==> config.mk <==
export PLATFORM = sky130hd
export DESIGN_NAME = lpp_encoder
export DESIGN_NICKNAME = d
export VERILOG_FILES = /design/src/lpp_pkg.sv /design/src/lpp_encoder.sv
export SDC_FILE = /design/constraint.sdc
export NUM_CORES = 1
export LEC_CHECK = 0
export BUFFER_PORTS_ARGS = -buffer_cell sky130_fd_sc_hd__buf_2
export CAP_MARGIN = 20
export CELL_PAD_IN_SITES_DETAIL_PLACEMENT = 0
export CELL_PAD_IN_SITES_GLOBAL_PLACEMENT = 1
export CORE_MARGIN = 4
export CORE_UTILIZATION = 37
export DETAILED_ROUTE_END_ITERATION = 7
export MAX_ROUTING_LAYER = met4
export PLACE_DENSITY_LB_ADDON = 0.1
export SLEW_MARGIN = 20
export SYNTH_ARGS = -nofsm -noshare
export SYNTH_HDL_FRONTEND = slang
export SYNTH_SLANG_ARGS = --single-unit
==> constraint.sdc <==
create_clock -name CLK_IN -period 3.77 [get_ports CLK_IN]
set_input_delay 0.754 -clock CLK_IN [delete_from_list [all_inputs] [get_ports CLK_IN]]
set_output_delay 0.754 -clock CLK_IN [all_outputs]
set_load 0.01 [all_outputs]
==> src/lpp_pkg.sv <==
// Package of constants and types for the land pre-pit block encoder
// ---------------------------------------------------------------
// How it works
// - One 3-bit pit set, b2 first, is emitted every two groove sync frames.
// - First set of each sector is the sync code; its lead bit marks sync frame.
// - Each set's leading bit aligns with the groove sync code position.
// - Sync code in even position is 111.
// - Sync code in odd position is 110.
// - Even position by default; odd when neighbouring land already holds a pit.
// - A data frame is a 4-bit relative address then 8 user data bits.
// - Data one becomes 101, zero becomes 100; sector is 3+12+24 bits.
// - The sector is the smallest unit; a physical block holds sixteen sectors.
// - A data block holds sixteen frames with relative addresses 0 to 15.
// - Frames 0 to 5 carry three address bytes then three parity A bytes.
// - Frames 6 to 15 carry field identifier, six info bytes, three parity B.
// - One block spans sixteen sectors, aligned with one groove ECC block.
// - The block address is the absolute track address, rising outward.
// ---------------------------------------------------------------
package lpp_pkg;

  localparam int          SET_BITS         = 3;
  localparam int          ADDR_BITS        = 4;
  localparam int          DATA_BITS        = 8;
  localparam int          FRAME_BITS       = ADDR_BITS + DATA_BITS;
  localparam int          SETS_PER_SECTOR  = FRAME_BITS + 1;
  localparam int          SECTORS_PER_BLK  = 16;
  localparam int          BYTES_PER_BLK    = 16;
  localparam int          PART_A_FRAMES    = 6;
  localparam int          PART_B_FRAMES    = 10;
  localparam logic [3:0]  PART_B_FIRST     = 4'h6;
  localparam logic [2:0]  SYNC_EVEN        = 3'h7;
  localparam logic [2:0]  SYNC_ODD         = 3'h6;
  localparam logic [2:0]  DATA_ONE         = 3'h5;
  localparam logic [2:0]  DATA_ZERO        = 3'h4;
  localparam logic [2:0]  SET_IDLE         = 3'h0;

  // Block content as written by the mastering side
  typedef struct packed {
    logic [23:0] block_address;
    logic [23:0] parity_a;
    logic [7:0]  block_field_identifier;
    logic [47:0] disc_info;
    logic [23:0] parity_b;
  } lpp_block_s;

  // Pit set going out, one per sync frame pair
  typedef struct packed {
    logic [2:0] bits;
    logic       sync_set;
    logic       odd_pos;
    logic [3:0] sector;
  } lpp_set_s;

endpackage : lpp_pkg

==> src/lpp_encoder.sv <==
// Land pre-pit block encoder with its input frame FIFO
`timescale 1ns/100ps

// ---------------------------------------------------------------
// Frame FIFO
// ---------------------------------------------------------------
module lpp_fifo #(
  parameter int WIDTH = 8,
  parameter int DEPTH = 16
) (
  input  wire logic             clk,
  input  wire logic             rst,
  input  wire logic             in_valid,
  output logic                  in_ready,
  input  wire logic [WIDTH-1:0] in_data,
  output logic                  out_valid,
  input  wire logic             out_ready,
  output logic [WIDTH-1:0]      out_data
);
  localparam int AW = $clog2(DEPTH);

  typedef struct packed {
    logic [DEPTH-1:0][WIDTH-1:0] mem;
    logic [AW-1:0]               wr;
    logic [AW-1:0]               rd;
    logic [AW:0]                 count;
  } lpp_fifo_s;

  lpp_fifo_s st_q;
  lpp_fifo_s st_d;
  logic      push;
  logic      pop;

  assign in_ready  = (st_q.count != (AW+1)'(DEPTH)) ? 1'b1 : 1'b0;
  assign out_valid = (st_q.count != '0) ? 1'b1 : 1'b0;
  assign out_data  = st_q.mem[st_q.rd];
  assign push      = in_valid & in_ready;
  assign pop       = out_valid & out_ready;

  always_comb begin
    st_d = st_q;
    if (push) begin
      st_d.mem[st_q.wr] = in_data;
      st_d.wr           = (st_q.wr == AW'(DEPTH - 1)) ? '0 : st_q.wr + 1'b1;
    end
    if (pop) begin
      st_d.rd = (st_q.rd == AW'(DEPTH - 1)) ? '0 : st_q.rd + 1'b1;
    end
    st_d.count = st_q.count + (AW+1)'(push) - (AW+1)'(pop);
  end

  always_ff @(posedge clk) begin
    if (rst) begin
      st_q <= '0;
    end else begin
      st_q <= st_d;
    end
  end
endmodule : lpp_fifo

// ---------------------------------------------------------------
// Encoder top
// ---------------------------------------------------------------
module lpp_encoder
  import lpp_pkg::*;
#(
  parameter int FIFO_DEPTH = 16
) (
  // Clock and reset
  input  wire logic       CLK_IN,
  input  wire logic       RESET_IN,
  // Block content
  input  wire lpp_block_s BLOCK_IN,
  input  wire logic       BLOCK_VALID_IN,
  output logic            BLOCK_READY_OUT,
  // Position choice for the next block
  input  wire logic       NEIGHBOUR_PIT_IN,
  // Groove timing
  input  wire logic       SYNC_PAIR_IN,
  // Pit set output
  output lpp_set_s        SET_OUT,
  output logic            SET_STROBE_OUT,
  output logic            BLOCK_START_OUT,
  output logic            UNDERRUN_OUT
);

  // Frame word: relative address and user byte, plus odd-position and block-start flags
  localparam int FW = FRAME_BITS + 2;

  typedef enum logic [2:0] {
    ST_LOAD = 3'b001,
    ST_FILL = 3'b010,
    ST_WAIT = 3'b100
  } lpp_load_e;

  typedef struct packed {
    lpp_load_e                   load;
    lpp_block_s                  blk;
    logic                        odd;
    logic [3:0]                  frame;
    logic [2:0]                  sp_sync;
    logic                        pair_lvl;
    logic [FRAME_BITS-1:0]       shift;
    logic [3:0]                  set_idx;
    logic                        active;
    logic                        cur_odd;
    logic [3:0]                  sector;
    lpp_set_s                    set;
    logic                        strobe;
    logic                        bstart;
    logic                        underrun;
    logic                        ready;
  } lpp_top_s;

  lpp_top_s         st_q;
  lpp_top_s         st_d;
  logic             f_in_valid;
  logic             f_in_ready;
  logic [FW-1:0]    f_in_data;
  logic             f_out_valid;
  logic             f_out_ready;
  logic [FW-1:0]    f_out_data;
  logic             pair_edge;

  // Byte carried by each relative address
  function automatic logic [7:0] frame_byte(input lpp_block_s b, input logic [3:0] ra);
    logic [7:0] v;
    v = 8'h00;
    unique case (ra)
      4'h0: v = b.block_address[23:16];
      4'h1: v = b.block_address[15:8];
      4'h2: v = b.block_address[7:0];
      4'h3: v = b.parity_a[23:16];
      4'h4: v = b.parity_a[15:8];
      4'h5: v = b.parity_a[7:0];
      4'h6: v = b.block_field_identifier;
      4'h7: v = b.disc_info[47:40];
      4'h8: v = b.disc_info[39:32];
      4'h9: v = b.disc_info[31:24];
      4'hA: v = b.disc_info[23:16];
      4'hB: v = b.disc_info[15:8];
      4'hC: v = b.disc_info[7:0];
      4'hD: v = b.parity_b[23:16];
      4'hE: v = b.parity_b[15:8];
      4'hF: v = b.parity_b[7:0];
    endcase
    return v;
  endfunction : frame_byte

  lpp_fifo #(
    .WIDTH (FW),
    .DEPTH (FIFO_DEPTH)
  ) u_fifo (
    .clk       (CLK_IN),
    .rst       (RESET_IN),
    .in_valid  (f_in_valid),
    .in_ready  (f_in_ready),
    .in_data   (f_in_data),
    .out_valid (f_out_valid),
    .out_ready (f_out_ready),
    .out_data  (f_out_data)
  );

  // Groove pair pulse arrives from pin: three-stage sync, second and third agree
  assign pair_edge   = st_q.sp_sync[1] & st_q.sp_sync[2] & ~st_q.pair_lvl;
  assign f_in_valid  = (st_q.load == ST_FILL) ? 1'b1 : 1'b0;
  assign f_in_data   = {(st_q.frame == 4'h0), st_q.odd, st_q.frame, frame_byte(st_q.blk, st_q.frame)};
  // Next frame taken when a new sector begins
  assign f_out_ready = pair_edge & (~st_q.active | (st_q.set_idx == 4'(SETS_PER_SECTOR - 1)));

  always_comb begin
    st_d          = st_q;
    st_d.sp_sync  = {st_q.sp_sync[1:0], SYNC_PAIR_IN};
    // Level only moves once the last two stages agree
    if (st_q.sp_sync[1] == st_q.sp_sync[2]) begin
      st_d.pair_lvl = st_q.sp_sync[2];
    end
    st_d.strobe   = 1'b0;
    st_d.bstart   = 1'b0;
    st_d.ready    = 1'b0;

    // Block loader
    unique case (st_q.load)
      ST_LOAD: begin
        st_d.ready = 1'b1;
        if (st_q.ready && BLOCK_VALID_IN) begin
          st_d.blk   = BLOCK_IN;
          st_d.odd   = NEIGHBOUR_PIT_IN;
          st_d.frame = 4'h0;
          st_d.ready = 1'b0;
          st_d.load  = ST_FILL;
        end
      end
      ST_FILL: begin
        if (f_in_ready) begin
          st_d.frame = st_q.frame + 4'h1;
          if (st_q.frame == 4'(SECTORS_PER_BLK - 1)) begin
            st_d.load = ST_WAIT;
          end
        end
      end
      ST_WAIT: begin
        st_d.load = ST_LOAD;
      end
    endcase

    // Set emission, one per groove sync frame pair
    if (pair_edge) begin
      st_d.strobe = 1'b1;
      if (f_out_ready) begin
        if (f_out_valid) begin
          st_d.active   = 1'b1;
          st_d.shift    = f_out_data[FRAME_BITS-1:0];
          st_d.cur_odd  = f_out_data[FRAME_BITS];
          st_d.sector   = f_out_data[FRAME_BITS-1:DATA_BITS];
          st_d.bstart   = f_out_data[FRAME_BITS+1];
          st_d.set_idx  = 4'h0;
          st_d.set.bits = f_out_data[FRAME_BITS] ? SYNC_ODD : SYNC_EVEN;
          st_d.set.sync_set = 1'b1;
          st_d.set.odd_pos  = f_out_data[FRAME_BITS];
          st_d.set.sector   = f_out_data[FRAME_BITS-1:DATA_BITS];
        end else begin
          st_d.active   = 1'b0;
          st_d.underrun = st_q.active | st_q.underrun;
          st_d.set      = '0;
          st_d.set.bits = SET_IDLE;
          st_d.strobe   = 1'b0;
        end
      end else begin
        st_d.set_idx  = st_q.set_idx + 4'h1;
        st_d.set.bits = st_q.shift[FRAME_BITS-1] ? DATA_ONE : DATA_ZERO;
        st_d.shift    = {st_q.shift[FRAME_BITS-2:0], 1'b0};
        st_d.set.sync_set = 1'b0;
        st_d.set.odd_pos  = st_q.cur_odd;
        st_d.set.sector   = st_q.sector;
      end
    end
  end

  always_ff @(posedge CLK_IN) begin
    if (RESET_IN) begin
      st_q      <= '0;
      st_q.load <= ST_LOAD;
    end else begin
      st_q <= st_d;
    end
  end

  assign SET_OUT         = st_q.set;
  assign SET_STROBE_OUT  = st_q.strobe;
  assign BLOCK_START_OUT = st_q.bstart;
  assign UNDERRUN_OUT    = st_q.underrun;
  assign BLOCK_READY_OUT = st_q.ready;

endmodule : lpp_encoder

==> flow_summary.ini <==
[final_layout]
areaGrowthSynthToFinish_pct = 14.65
fillers = 4809
drive_above_1_share = 0.1829
diodes = 0
nNetsFinal = 2285

[clock_network]
cts_setup_buffers = 0
root_buffer = clkbuf_16
cts_tree = yes
clock_latency_ps = 590
ctsResizeCount = 0
numCtsBuffers = 47
h-tree-depth = 2
clk_pin_slew_worst_paths_ps = 60
cts.sink_count = 411
clock_path_buffers = 3
ctsHoldBuffers = 0

[run]
drv_cap = 0

[pwr]
p_switching_uw = 2296
p_comb_frac = 0.056
seqPwrFrac = 0.462
leakagePower_uw = 0.007229
clkPwrFrac = 0.481
power.internal_uw = 7460
power_density_nw_per_um2 = 473.7
p_sw_frac = 0.2353
ir_drop_uv = 308.5

[timing]
worst_slack_ps = 539.4
tns_ps = 0
rsz0062_at_grt = false
relSlewSlack = 0.2419
max_clock_freq_ghz = 0.3095
fin_crit_sh = 0.8569
post-route-min-period_ps = 3231
setup_viol = 0
hold_viol = 0
tightest_slew_ps = 1134
fin_skew_ps = 24.77
drv_slew = 0

[logic_synthesis]
synth_edf_count = 0
ys_seq_area_frac = 0.4581
syn-mean-instance-area_um2 = 8.669
ys_types = 81
synth_seq_cells = 411
syn_nets = 2223
synth_flop_cell = dfxtp_1
syn_area_um2 = 17960
async_reset_ff_frac = 0
syn_inst = 2072
yosys_warnings = 0

[detailed_routing]
drc_errors = 0
wl_per_cell_um = 21.37
ant_nets = 0
via_count = 15301
drt_iter0_drc = 1244
drtPass1Iterations = 8
viasPerCell = 5.494
routed_wirelength_mm = 59.52

[worst_setup_path]
reg2reg_depth = 8
crit_type = reg2reg
reg2reg_slack_ps = 540
cp_max_fo = 17
worst_path_most_repeated_cell = buf_4
crit_slowest_cell = a31oi_2
critPathMaxStageDelay_ps = 770
endpoint_kind = flop
crit_path_cell_trace = inv_1 > ha_1 > buf_4 > nor3_2 > nand2_1 > a31oi_2 > buf_4 > o21ai_2
arrival_ps = 3660
cp-start-kind = flop
required_ps = 4200

[floorplanning]
die_h_um = 228.3
rows = 80
die_area_um2 = 52130
floorplan.initialDensity = 0.3754
core_um2 = 47850
ios = 146
die_width_um = 228.3

[min_path]
hp-class = in2reg
hold_depth = 2

[global_routing]
grt_max_degree = 97
overflow = 0
first_global_vias = 14540
grt_pass1_wl_mm = 90.29
grt_usage = 0.2284
grt_antenna_before_repair = 0

[placement]
dp_hpwl_mm = 41.26
dpl_worst_slack_ps = 547.8
gp_congestion = 0.8584
port_buffers = 145

[status]
status = complete, no violations
## registers in the layout (all words and copies together), names as in the netlist
register,cells
SET_OUT,8
st_q,155
UNDERRUN_OUT,1
st_d,2
BLOCK_START_OUT,1
f_in_data,5
SET_STROBE_OUT,1
u_fifo.st_q,237
BLOCK_READY_OUT,1
## area by class of cell
type | instances | area (um^2) | share of cell area
clock buffer | 70 | 1445 | 0.07017
clock inverter | 15 | 150.1 | 0.007291
inverter | 18 | 67.56 | 0.003281
multi-input combinational | 1454 | 8712 | 0.4231
sequential | 411 | 8235 | 0.3999
tap | 615 | 769.5 | 0.03737
timing repair buffer | 202 | 1214 | 0.05893
## cell usage in the layout, fill, tap and decap left out, types with 7 or more instances in the layout
| master | netlist | routed |
|---|---|---|
| mux2i_1 | 35 | 35 |
| o32ai_1 | 8 | 8 |
| o21ai_0 | 82 | 82 |
| nor3_2 | 11 | 11 |
| dfxtp_1 | 411 | 407 |
| inv_1 | 17 | 16 |
| clkbuf_1 | 112 | 7 |
| nor2_1 | 101 | 100 |
| buf_4 | 24 | 53 |
| ha_1 | 17 | 17 |
| nand2_1 | 486 | 486 |
| nand3_1 | 107 | 107 |
| and2_1 | 7 | 7 |
| nor3_1 | 17 | 17 |
| a22o_1 | 19 | 19 |
| xnor2_1 | 7 | 7 |
| a22oi_1 | 36 | 36 |
| clkbuf_16 | 0 | 49 |
| buf_2 | 28 | 144 |
| nor2b_1 | 21 | 21 |
| mux4_2 | 52 | 52 |
| a211oi_1 | 18 | 18 |
| nor4_1 | 7 | 7 |
| a311oi_1 | 18 | 18 |
| a21oi_1 | 246 | 246 |
| o21ai_1 | 8 | 8 |
| clkbuf_8 | 0 | 14 |
| o22ai_1 | 8 | 8 |
| and3_1 | 23 | 23 |
| clkinv_2 | 0 | 12 |
| o21ai_2 | 20 | 20 |
## Yosys cell counts, types with 4 or more instances
cell type  count  area, um^2
xnor2_1        7       61.31
o21ai_1        8       40.04
nand4_1        4       25.02
buf_1          7       26.28
a22o_1        19       166.4
buf_2         28       140.1
o22ai_1        8       50.05
nor2b_1       21       131.4
and2_1         7       43.79
mux2i_1       35       350.3
buf_6         12       135.1
a211oi_1      18       135.1
a221oi_1       4       35.03
nand4_2        4       50.05
nor4_1         7       43.79
a31oi_1        6       37.54
inv_1         17       63.81
o21ai_2       20       175.2
nand3_1      107       535.5
a311oi_1      18       157.7
xor2_1         4       35.03
nor2_1       101       379.1
nand2_1      486        1824
a222oi_1       6       60.06
nor3_1        17       85.08
o21ai_0       82       410.4
o32ai_1        8       70.07
o211ai_1       4       30.03
clkbuf_1     112       420.4
nor3b_1        4       30.03
dfxtp_1      411        8228
a22oi_1       36       270.3
a21oi_1      246        1231
ha_1          17       212.7
mux4_2        52        1171
buf_4         24       180.2
and3b_1        6       52.55
and3_1        23       143.9
nor3_2        11       110.1
## power groups by stage
stage	logic (uW)	clock network (uW)	registers, uW
after floorplan	354	0	4560
after global placement	548	0	4610
after detailed placement	554	0	4600
after CTS	556	4810	4510
after global routing	614	4990	4520
final	551	4690	4510
## per-stage QoR
| step | hold slack (ps) | util | power, uW | instance area (um^2) | cells |
|---|---|---|---|---|---|
| floorplan | 413.8 | - | 4917 | 17960 | 2072 |
| global placement | 438.9 | 0.3971 | 5155 | 19000 | 2700 |
| detailed placement | 436.1 | 0.3971 | 5159 | 19000 | 2700 |
| CTS | 353.0 | 0.4304 | 9877 | 20590 | 2785 |
| global route | 369.3 | 0.4304 | 10120 | 20590 | 2785 |
| finish | 381.9 | 0.4304 | 9756 | 20590 | 2785 |
## layer usage
layer,track usage,share of wire,up-vias
met2,0.3369,0.44,358
li1,-,-,7384
met5,-,0,-
met4,0.05013,0.021,0
met3,0.03764,0.053,85
met1,0.3304,0.48,7474
## critical path, delay by kind of cell, from the launching register on
kind	cells	cell delay [ps]
compound gates	2	840
fa+ha+maj	1	460
buf+inv	3	710
flops	1	420
simple gates	2	650
## kinds of logic (layout without fill, tap and decap cells)
logic type | count (synthesis) | after routing | share of synthesized area
XOR/XNOR | 11 | 11 | 0.005363
multiplexers | 90 | 90 | 0.08658
flip-flops | 411 | 411 | 0.4581
AND/OR/NAND/NOR | 823 | 823 | 0.2044
buffers and inverters | 207 | 305 | 0.05733
AO/OA/AOI/OAI | 512 | 512 | 0.1753
adder cells (fa/ha/maj) | 18 | 18 | 0.01296
## final timing paths
path / startpoint / endpoint
worst min register to register: u_fifo.st_q[207]$_SDFFE_PP0P_ / u_fifo.st_q[207]$_SDFFE_PP0P_
worst min-delay path: SYNC_PAIR_IN / st_d[37]$_SDFF_PP0_
worst max register to register: f_in_data[8]$_SDFFE_PP0P_ / u_fifo.st_q[87]$_SDFFE_PP0P_
worst max-delay path: f_in_data[8]$_SDFFE_PP0P_ / u_fifo.st_q[87]$_SDFFE_PP0P_
Note: power is estimated with default switching activity, not from simulation.
